[src/hw/ddfe_cfg.svh]
`ifndef DDFE_CFG_SVH
`define DDFE_CFG_SVH

// ----------------------------------------
// widths and depths
// ----------------------------------------
`define DDFE_BYTE_W      8
`define DDFE_SAMPLE_W    16
`define DDFE_FIFO_DEPTH  8
`define DDFE_FIFO_AW     3

// ----------------------------------------
// divider and codes
// ----------------------------------------
`define DDFE_DIV_ZERO    3'h0
`define DDFE_DIV_LAST    3'h3
`define DDFE_CODE_ZERO   16'h0000
`define DDFE_CODE_FULL   16'hffff
`define DDFE_REF_EXT     1'h1
`define DDFE_REF_INT_LVL 1'h1

`endif

[src/hw/ddfe_pkg.sv]
`include "ddfe_cfg.svh"

package ddfe_pkg;

  // ----------------------------------------
  // carriers
  // ----------------------------------------
  typedef struct packed {
    logic                    valid;
    logic                    frame;
    logic [`DDFE_BYTE_W-1:0] data;
  } ddfe_beat_type;

  typedef struct packed {
    logic [`DDFE_SAMPLE_W-1:0] a;
    logic [`DDFE_SAMPLE_W-1:0] b;
  } ddfe_pair_type;

  typedef enum logic [2:0] {
    ASM_WAIT,
    ASM_A_HI,
    ASM_A_LO,
    ASM_B_HI,
    ASM_B_LO
  } ddfe_asm_type;

  // ----------------------------------------
  // decoders
  // ----------------------------------------
  function automatic logic ddfe_diff(input logic p, input logic n);
    return p & ~n;
  endfunction

  function automatic logic ddfe_rise(input logic cur, input logic prev);
    return cur & ~prev;
  endfunction

endpackage

[src/hw/ddfe_capture.sv]
`timescale 1ns/1ps
`include "ddfe_cfg.svh"

module ddfe_capture (
  input  wire logic                    clk,
  input  wire logic                    rst,
  input  wire logic                    ce,
  input  wire logic                    clk_pos,
  input  wire logic                    clk_neg,
  input  wire logic                    frame_pos,
  input  wire logic                    frame_neg,
  input  wire logic [`DDFE_BYTE_W-1:0] data_pos,
  input  wire logic [`DDFE_BYTE_W-1:0] data_neg,
  input  wire logic                    bit_reverse,
  output ddfe_pkg::ddfe_beat_type      beat
);
  import ddfe_pkg::*;

  typedef struct packed {
    logic          dclk_prev;
    ddfe_beat_type beat;
  } ddfe_cap_state_type;

  ddfe_cap_state_type      st;
  ddfe_cap_state_type      next_st;
  logic [`DDFE_BYTE_W-1:0] lane;
  logic [`DDFE_BYTE_W-1:0] ordered;
  logic                    dclk;
  logic                    frame;

  // ----------------------------------------
  // lanes and order
  // ----------------------------------------
  genvar i;
  generate
    for (i = 0; i < `DDFE_BYTE_W; i++)
    begin : g_lane
      assign lane[i]    = ddfe_diff(data_pos[i], data_neg[i]);
      assign ordered[i] = bit_reverse ? lane[`DDFE_BYTE_W-1-i] : lane[i]; // [RQ13] [RQ14]
    end
  endgenerate

  assign dclk  = ddfe_diff(clk_pos, clk_neg);
  assign frame = ddfe_diff(frame_pos, frame_neg);

  // ----------------------------------------
  // both edges, frame on rise
  // ----------------------------------------
  always_comb
  begin
    next_st            = st;
    next_st.dclk_prev  = dclk;
    next_st.beat.valid = dclk ^ st.dclk_prev;                  // [RQ1]
    next_st.beat.frame = ddfe_rise(dclk, st.dclk_prev) & frame; // [RQ2] [RQ4]
    next_st.beat.data  = ordered;
  end

  always_ff @(posedge clk)
  begin
    if (rst)
      st <= '0;
    else if (ce)
      st <= next_st;
  end

  assign beat = st.beat;

endmodule // ddfe_capture

[src/hw/ddfe_fifo.sv]
`timescale 1ns/1ps
`include "ddfe_cfg.svh"

module ddfe_fifo (
  input  wire logic                  clk,
  input  wire logic                  rst,
  input  wire logic                  ce,
  input  wire logic                  flush,
  input  wire logic                  wr_valid,
  input  ddfe_pkg::ddfe_pair_type    wr_data,
  output logic                       wr_ready,
  input  wire logic                  rd_ready,
  output logic                       rd_valid,
  output ddfe_pkg::ddfe_pair_type    rd_data,
  output logic [`DDFE_FIFO_AW:0]     level
);
  import ddfe_pkg::*;

  typedef struct packed {
    ddfe_pair_type [`DDFE_FIFO_DEPTH-1:0] mem;
    logic [`DDFE_FIFO_AW:0]               wptr;
    logic [`DDFE_FIFO_AW:0]               rptr;
  } ddfe_fifo_state_type;

  ddfe_fifo_state_type st;
  ddfe_fifo_state_type next_st;
  logic                full;
  logic                empty;

  assign empty    = st.wptr == st.rptr;
  assign full     = (st.wptr[`DDFE_FIFO_AW-1:0] == st.rptr[`DDFE_FIFO_AW-1:0]) &&
                    (st.wptr[`DDFE_FIFO_AW] != st.rptr[`DDFE_FIFO_AW]);
  assign wr_ready = ~full;
  assign rd_valid = ~empty;
  assign rd_data  = st.mem[st.rptr[`DDFE_FIFO_AW-1:0]];
  assign level    = st.wptr - st.rptr;

  always_comb
  begin
    next_st = st;
    if (flush)
    begin
      next_st.wptr = '0; // [RQ3]
      next_st.rptr = '0; // [RQ3]
    end
    else
    begin
      if (wr_valid && !full)
      begin
        next_st.mem[st.wptr[`DDFE_FIFO_AW-1:0]] = wr_data;
        next_st.wptr = st.wptr + 1'b1;
      end
      if (rd_ready && !empty)
        next_st.rptr = st.rptr + 1'b1;
    end
  end

  always_ff @(posedge clk)
  begin
    if (rst)
      st <= '0;
    else if (ce)
      st <= next_st;
  end

endmodule // ddfe_fifo

[src/hw/ddfe_front_end.sv]
// Notes on behaviour
// RQ1: bus bytes are taken on both edges of the data clock, two per period.
// RQ2: the frame marker is sampled on data clock rises only and opens a frame.
// RQ3: a captured frame marker resets the FIFO pointers.
// RQ4: the source launches the frame marker edge-aligned with the data bits.
// RQ5: the sync strobe is sampled on converter clock rises, not data clock.
// RQ6: a captured sync strobe resets the clock divider for multi-device alignment.
// RQ7: data reaches the datapath only while the transmit gate is high.
// RQ8: with the gate low, codes are all zero and arriving data is dropped.
// RQ9: codes are offset binary; zero is full primary sink, all ones is none.
// RQ10: reference select high takes the pin as input, low drives internal ref out.
// RQ11: the serial select is active low, host driven, and only an input here.
// RQ12: the serial data line is bidirectional in three-pin and four-pin modes.
// RQ13: bus bit seven is the most significant bit unless order is reversed.
// RQ14: a config bit reverses the bus bit order before byte assembly.
// RQ15: after a frame, bytes go A high, A low, B high, B low into one FIFO word.
`timescale 1ns/1ps
`include "ddfe_cfg.svh"

module ddfe_front_end (
  input  wire logic                     clk,
  input  wire logic                     rst,
  input  wire logic                     ce,
  input  wire logic                     src_sync_clock_pos,
  input  wire logic                     src_sync_clock_neg,
  input  wire logic                     frame_marker_pos,
  input  wire logic                     frame_marker_neg,
  input  wire logic [`DDFE_BYTE_W-1:0]  bus_data_pos,
  input  wire logic [`DDFE_BYTE_W-1:0]  bus_data_neg,
  input  wire logic                     bus_bit_reverse,
  input  wire logic                     converter_clock,
  input  wire logic                     sync_strobe_pos,
  input  wire logic                     sync_strobe_neg,
  input  wire logic                     transmit_gate,
  input  wire logic                     ref_ext_enable,
  input  wire logic                     reference_pin_in,
  output logic                          reference_pin_out,
  output logic                          reference_pin_oe,
  output logic                          reference_in_use,
  input  wire logic                     serial_select_n,
  input  wire logic                     serial_read_phase,
  input  wire logic                     serial_tx_bit,
  input  wire logic                     serial_data_in,
  output logic                          serial_data_out,
  output logic                          serial_data_oe,
  output logic                          serial_rx_bit,
  output logic [`DDFE_SAMPLE_W-1:0]     chan_a_code,
  output logic [`DDFE_SAMPLE_W-1:0]     chan_b_code,
  output logic [`DDFE_SAMPLE_W-1:0]     chan_a_primary_out,
  output logic [`DDFE_SAMPLE_W-1:0]     chan_a_complement_out,
  output logic [`DDFE_SAMPLE_W-1:0]     chan_b_primary_out,
  output logic [`DDFE_SAMPLE_W-1:0]     chan_b_complement_out,
  output logic [2:0]                    divider_phase,
  output logic                          sync_pulse,
  output logic                          frame_seen,
  output logic                          fifo_overflow,
  output logic                          fifo_underflow,
  output logic [`DDFE_FIFO_AW:0]        fifo_level
);
  import ddfe_pkg::*;

  // ----------------------------------------
  // state
  // ----------------------------------------
  typedef struct packed {
    ddfe_asm_type              asm_st;
    logic [`DDFE_BYTE_W-1:0]   hi_byte;
    logic [`DDFE_SAMPLE_W-1:0] a_hold;
    ddfe_pair_type             push_pair;
    logic                      push;
    logic                      conv_prev;
    logic [2:0]                div_cnt;
    logic [`DDFE_SAMPLE_W-1:0] code_a;
    logic [`DDFE_SAMPLE_W-1:0] code_b;
    logic [`DDFE_SAMPLE_W-1:0] prim_a;
    logic [`DDFE_SAMPLE_W-1:0] comp_a;
    logic [`DDFE_SAMPLE_W-1:0] prim_b;
    logic [`DDFE_SAMPLE_W-1:0] comp_b;
    logic                      sync_pulse;
    logic                      frame_seen;
    logic                      overflow;
    logic                      underflow;
    logic                      ref_oe;
    logic                      ref_in_use;
    logic                      sdo;
    logic                      sdo_oe;
    logic                      sdi;
  } ddfe_top_state_type;

  ddfe_top_state_type st;
  ddfe_top_state_type next_st;

  ddfe_beat_type      beat;
  ddfe_pair_type      fifo_rd_data;
  logic               fifo_wr_ready;
  logic               fifo_rd_valid;
  logic               fifo_rd_ready;
  logic               fifo_flush;
  logic               conv_rise;
  logic               sync_strobe;
  logic               pop_slot;

  // ----------------------------------------
  // capture
  // ----------------------------------------
  ddfe_capture u_capture (
    .clk         (clk),
    .rst         (rst),
    .ce          (ce),
    .clk_pos     (src_sync_clock_pos),
    .clk_neg     (src_sync_clock_neg),
    .frame_pos   (frame_marker_pos),
    .frame_neg   (frame_marker_neg),
    .data_pos    (bus_data_pos),
    .data_neg    (bus_data_neg),
    .bit_reverse (bus_bit_reverse),
    .beat        (beat)
  );

  // ----------------------------------------
  // sample fifo
  // ----------------------------------------
  assign fifo_flush = (beat.valid && beat.frame) || !transmit_gate; // [RQ3] [RQ8]

  ddfe_fifo u_fifo (
    .clk      (clk),
    .rst      (rst),
    .ce       (ce),
    .flush    (fifo_flush),
    .wr_valid (st.push),
    .wr_data  (st.push_pair),
    .wr_ready (fifo_wr_ready),
    .rd_ready (fifo_rd_ready),
    .rd_valid (fifo_rd_valid),
    .rd_data  (fifo_rd_data),
    .level    (fifo_level)
  );

  // ----------------------------------------
  // converter clock domain decode
  // ----------------------------------------
  assign conv_rise     = ddfe_rise(converter_clock, st.conv_prev);
  assign sync_strobe   = ddfe_diff(sync_strobe_pos, sync_strobe_neg);
  assign pop_slot      = conv_rise && !sync_strobe && (st.div_cnt == `DDFE_DIV_LAST);
  assign fifo_rd_ready = pop_slot && transmit_gate; // [RQ7]

  // ----------------------------------------
  // next state
  // ----------------------------------------
  always_comb
  begin
    next_st            = st;
    next_st.push       = 1'b0;
    next_st.sync_pulse = 1'b0;
    next_st.overflow   = 1'b0;
    next_st.underflow  = 1'b0;
    next_st.conv_prev  = converter_clock;

    // byte assembly
    if (!transmit_gate)
    begin
      next_st.asm_st     = ASM_WAIT; // [RQ8]
      next_st.frame_seen = 1'b0;
    end
    else if (beat.valid)
    begin
      if (beat.frame)
      begin
        next_st.hi_byte    = beat.data; // [RQ15]
        next_st.asm_st     = ASM_A_LO;
        next_st.frame_seen = 1'b1;
      end
      else
      begin
        case (st.asm_st)
          ASM_WAIT:
            next_st.asm_st = ASM_WAIT;
          ASM_A_HI:
          begin
            next_st.hi_byte = beat.data; // [RQ15]
            next_st.asm_st  = ASM_A_LO;
          end
          ASM_A_LO:
          begin
            next_st.a_hold = {st.hi_byte, beat.data}; // [RQ13] [RQ15]
            next_st.asm_st = ASM_B_HI;
          end
          ASM_B_HI:
          begin
            next_st.hi_byte = beat.data;
            next_st.asm_st  = ASM_B_LO;
          end
          ASM_B_LO:
          begin
            next_st.push_pair.a = st.a_hold; // [RQ15]
            next_st.push_pair.b = {st.hi_byte, beat.data};
            next_st.push        = 1'b1; // [RQ7]
            next_st.asm_st      = ASM_A_HI;
          end
          default:
            next_st.asm_st = ASM_WAIT;
        endcase
      end
    end

    if (st.push && !fifo_wr_ready && !fifo_flush)
      next_st.overflow = 1'b1;

    // divider, strobe on converter rise
    if (conv_rise)
    begin
      if (sync_strobe)
      begin
        next_st.div_cnt    = `DDFE_DIV_ZERO; // [RQ5] [RQ6]
        next_st.sync_pulse = 1'b1;
      end
      else if (st.div_cnt == `DDFE_DIV_LAST)
        next_st.div_cnt = `DDFE_DIV_ZERO;
      else
        next_st.div_cnt = st.div_cnt + 3'h1;
    end

    // datapath codes
    if (!transmit_gate)
    begin
      next_st.code_a = `DDFE_CODE_ZERO; // [RQ8]
      next_st.code_b = `DDFE_CODE_ZERO; // [RQ8]
    end
    else if (pop_slot)
    begin
      if (fifo_rd_valid)
      begin
        next_st.code_a = fifo_rd_data.a; // [RQ7]
        next_st.code_b = fifo_rd_data.b;
      end
      else
        next_st.underflow = 1'b1;
    end

    // offset binary sink levels
    next_st.prim_a = `DDFE_CODE_FULL - next_st.code_a; // [RQ9]
    next_st.comp_a = next_st.code_a; // [RQ9]
    next_st.prim_b = `DDFE_CODE_FULL - next_st.code_b; // [RQ9]
    next_st.comp_b = next_st.code_b; // [RQ9]

    // reference source
    next_st.ref_oe     = ref_ext_enable != `DDFE_REF_EXT; // [RQ10]
    next_st.ref_in_use = (ref_ext_enable == `DDFE_REF_EXT) ? reference_pin_in : `DDFE_REF_INT_LVL; // [RQ10]

    // serial data pin, select only sensed
    next_st.sdo_oe = !serial_select_n && serial_read_phase; // [RQ11] [RQ12]
    next_st.sdo    = serial_tx_bit;
    if (!serial_select_n && !serial_read_phase)
      next_st.sdi = serial_data_in; // [RQ12]
  end

  // ----------------------------------------
  // registers
  // ----------------------------------------
  always_ff @(posedge clk)
  begin
    if (rst)
      st <= '0;
    else if (ce)
      st <= next_st;
  end

  // ----------------------------------------
  // outputs
  // ----------------------------------------
  assign chan_a_code           = st.code_a;
  assign chan_b_code           = st.code_b;
  assign chan_a_primary_out    = st.prim_a;
  assign chan_a_complement_out = st.comp_a;
  assign chan_b_primary_out    = st.prim_b;
  assign chan_b_complement_out = st.comp_b;
  assign divider_phase         = st.div_cnt;
  assign sync_pulse            = st.sync_pulse;
  assign frame_seen            = st.frame_seen;
  assign fifo_overflow         = st.overflow;
  assign fifo_underflow        = st.underflow;
  assign reference_pin_out     = `DDFE_REF_INT_LVL;
  assign reference_pin_oe      = st.ref_oe;
  assign reference_in_use      = st.ref_in_use;
  assign serial_data_out       = st.sdo;
  assign serial_data_oe        = st.sdo_oe;
  assign serial_rx_bit         = st.sdi;

endmodule // ddfe_front_end

[config.mk]
export PLATFORM = sky130hd
export DESIGN_NAME = ddfe_front_end
export DESIGN_NICKNAME = d
export VERILOG_FILES = /design/src/hw/ddfe_pkg.sv /design/src/hw/ddfe_capture.sv /design/src/hw/ddfe_fifo.sv /design/src/hw/ddfe_front_end.sv
export VERILOG_INCLUDE_DIRS = /design/src /design/src/hw
export SDC_FILE = /design/constraint.sdc
export NUM_CORES = 1
export LEC_CHECK = 0
export BUFFER_PORTS_ARGS = -buffer_cell sky130_fd_sc_hd__buf_2
export CORE_AREA = 5 5 174 193
export DETAILED_ROUTE_END_ITERATION = 12
export DIE_AREA = 0 0 179 198
export PLACE_DENSITY = 0.9
export SYNTH_ARGS = -nofsm -noshare
export SYNTH_HDL_FRONTEND = slang
export SYNTH_SLANG_ARGS = --single-unit
[constraint.sdc]
create_clock -name clk -period 3.3 [get_ports clk]
set_clock_uncertainty 0.15 [all_clocks]
set_input_delay 0.165 -clock clk [delete_from_list [all_inputs] [get_ports clk]]
set_output_delay 0.165 -clock clk [all_outputs]
set_load 0.01 [all_outputs]
==> results_dict.tcl <==
set metrics [dict create \
    hold_depth 2 \
    drt_wl_total_um 51400 \
    slew_violations 0 \
    grt_pass1_wl_um 81500 \
    via_per_inst 6.64 \
    drc_errors 0 \
    vdd_drop_max_uv 315 \
    rr_startpoint "u_fifo.st[4]" \
    nets 2066 \
    dieArea_sq_um 35400 \
    hp-class "primary input to register" \
    cts-resized-gates 0 \
    ant_nets 0 \
    clk_latency_ns 0.54 \
    required_ns 3.61 \
    end_kind "register" \
    yosysWarnings 0 \
    drive_above_1_share_pct 17.3 \
    power_w 0.00997 \
    via_count 16419 \
    tns_ns 0 \
    clockRootBuffer "clkbuf_16" \
    reg2reg_setup_slack_ns 0.18 \
    ys_seq_area_share_pct 44.5 \
    ys_ff_latch 412 \
    path_clk_slew_ns 0.06 \
    setup_slack_ns 0.177 \
    synth_area_sq_um 18500 \
    synth_top_cell_by_area "dfxtp_1" \
    worstSetupPathType "register to register" \
    postSynthCellCount 2088 \
    ios 147 \
    dp.cells 2360 \
    cts.htree.levels 2 \
    pre_cts_slack_ns 0.309 \
    dr.pass1.iters 8 \
    yosys-top-cells-area "dfxtp_1 44%, a21oi_1 8.3%, mux4_2 7.8%" \
    period_needed_ns 3.12 \
    syn2layout_area_growth_pct 9.55 \
    dieHeight_um 198 \
    post-route-period-util_pct 94.6 \
    cts_inserted_buffers 41 \
    clk_path_buf_depth 3 \
    syn_nets 2130 \
    synth_flop_cell "dfxtp_1" \
    outcome "finished clean" \
    min_from "rst" \
    synth.avg_cell_area_sq_um 8.88 \
    worstHoldEndpoint "u_fifo.st[146]" \
    hpwl_um 29000 \
    rows 68 \
    drv_cap 0 \
    timing.fmax_mhz 320 \
    initialDrtViolationCount 2424 \
    grt_remaining_overflow 0 \
    diodes 0 \
    start_util_pct 59.4 \
    die_w_um 179 \
    critPathArrivalTime_ns 3.43 \
    final_common_cell "dfxtp_1" \
    power_leakage_nw 7.18 \
    async_flop_share_pct 0 \
    grt_max_degree 135 \
    place.gp.congestion 0.844 \
    power_density_nw_per_um2 491 \
    drt-wirelength-per-cell_um 20.8 \
    cts_tree "built" \
    worstRegToRegCells 8 \
    max-slew-margin-rel_pct 30.8 \
    postCtsSetupRepairBufs 0 \
    portBuffers 145 \
    instances_no_fill 2472 \
    hold_viol 0 \
    synth_top_area_share_pct 44.5 \
    cp_max_fo 64 \
    clock_sinks 412 \
    core_sq_um 31200 \
    startpoint_type "register" \
    antenna_found_initial 0 \
    finalSetupViolCount 0 \
    synth_edf_count 0 \
    worstReg2RegEnd "u_fifo.st[263]" \
    yosys.cell_types.count 58 \
    worst_pin_slew_ns 1.03 \
    grt_pass1_vias 16044 \
    rsz0062_at_grt "false" \
    grt_usage_pct 28.0 \
    layout_common_cells "410 x dfxtp_1, 306 x a21oi_1, 263 x nand3_1" \
]
state kept, by name (all words and copies together) (netlist names), 3 cells and up:
| signal | cells |
|---|---|
| chan_a_complement_out | 16 |
| chan_a_primary_out | 16 |
| chan_b_complement_out | 16 |
| chan_b_primary_out | 16 |
| divider_phase | 3 |
| st | 61 |
| u_capture.beat | 10 |
| u_fifo.st | 264 |
how the worst max path moves through the flow:
stage                           endpoint  depth (start not counted)    startpoint
2_1_floorplan  chan_a_complement_out[10]                         10  u_fifo.st[2]
3_3_place_gp       chan_a_primary_out[3]                          6  u_fifo.st[4]
3_5_place_dp       chan_a_primary_out[0]                          6  u_fifo.st[4]
4_1_cts            chan_a_primary_out[3]                          6  u_fifo.st[4]
5_1_grt            chan_a_primary_out[3]                          6  u_fifo.st[4]
6_report                  u_fifo.st[263]                          8  u_fifo.st[4]
power by group:
group / internal, W / switching, W / total (W)
clock: 0.00262 / 0.00192 / 0.00454
combinational: 0.000134 / 0.000250 / 0.000385
sequential: 0.00501 / 0.0000327 / 0.00505
critical path: stages (launching register included):
cell and delay (ns):
dfxtp_1 0.52, inv_1 0.12, ha_1 0.35, nand3_1 0.31, buf_4 0.29, o2111ai_4 0.17, buf_4 0.55, o21ai_0 0.29
a21oi_1 0.23
cell usage after synthesis, types with 3 or more instances:
master and instances:
o21ai_1 11, a31oi_1 5, nor3_1 4, nand2b_1 11
a21oi_1 306, a211oi_1 7, dfxtp_1 412, ha_1 7
a2111oi_0 5, nand3_1 263, nor3b_1 4, o2111a_1 3
xnor2_1 4, nor2b_1 9, o21ai_0 250, nand3b_1 11
o2bb2ai_1 32, buf_2 31, nor2_1 120, clkbuf_2 6
nand2_1 80, buf_4 101, a2111oi_2 18, buf_6 5
clkbuf_1 178, o22ai_1 3, inv_1 15, a2111oi_1 10
and2_1 4, mux2i_1 60, buf_1 13, mux4_2 64
a311oi_1 4, o2111ai_2 3
per-layer routing:
metal  track usage [%]  up-vias  part of all wire (%)
li1                  -     7252                     -
met1              33.7     7844                    36
met2              48.2     1086                    49
met3              4.66      237                    11
met4              14.5        0                   4.8
met5                 0        -                     0
area by class of cell:
type | count | area, sq um
Fill cell | 2258 | 10900
Tap cell | 420 | 526
Sequential cell | 412 | 8250
Clock buffer | 58 | 1200
Clock inverter | 13 | 100
Timing Repair Buffer | 227 | 1550
Multi-Input combinational cell | 1326 | 8620
Inverter | 16 | 60.1
metrics by stage:
stage	hold WS [ns]	cell area, sq um	utilization, %
after detailed placement	0.267	18600	59.6
final	0.0510	20300	65.1
after floorplan	0.159	18500	-
after CTS	0.0261	20300	65.1
after global placement	0.257	18600	59.6
after global routing	0.0739	20300	65.1
cell families (layout without fill, tap and decap cells):
kind of cell	count (synthesis)	after routing	synth area share, %
AOI/OAI and AO/OA	669	669	20.8
other	1	1	0.0202
adders and majority gates	8	8	0.580
xor gates and xnor gates	5	5	0.277
DFF	412	412	44.5
buffers and inverters	350	314	9.58
muxes	125	125	11.1
and+or+nand+nor	518	518	13.2
repair_timing:
action,CTS,global route
endpoints found under the hold margin,23,0
endpoints found under the setup margin,0,0
hold buffers,41,0
(Power assumes the default switching activity.)
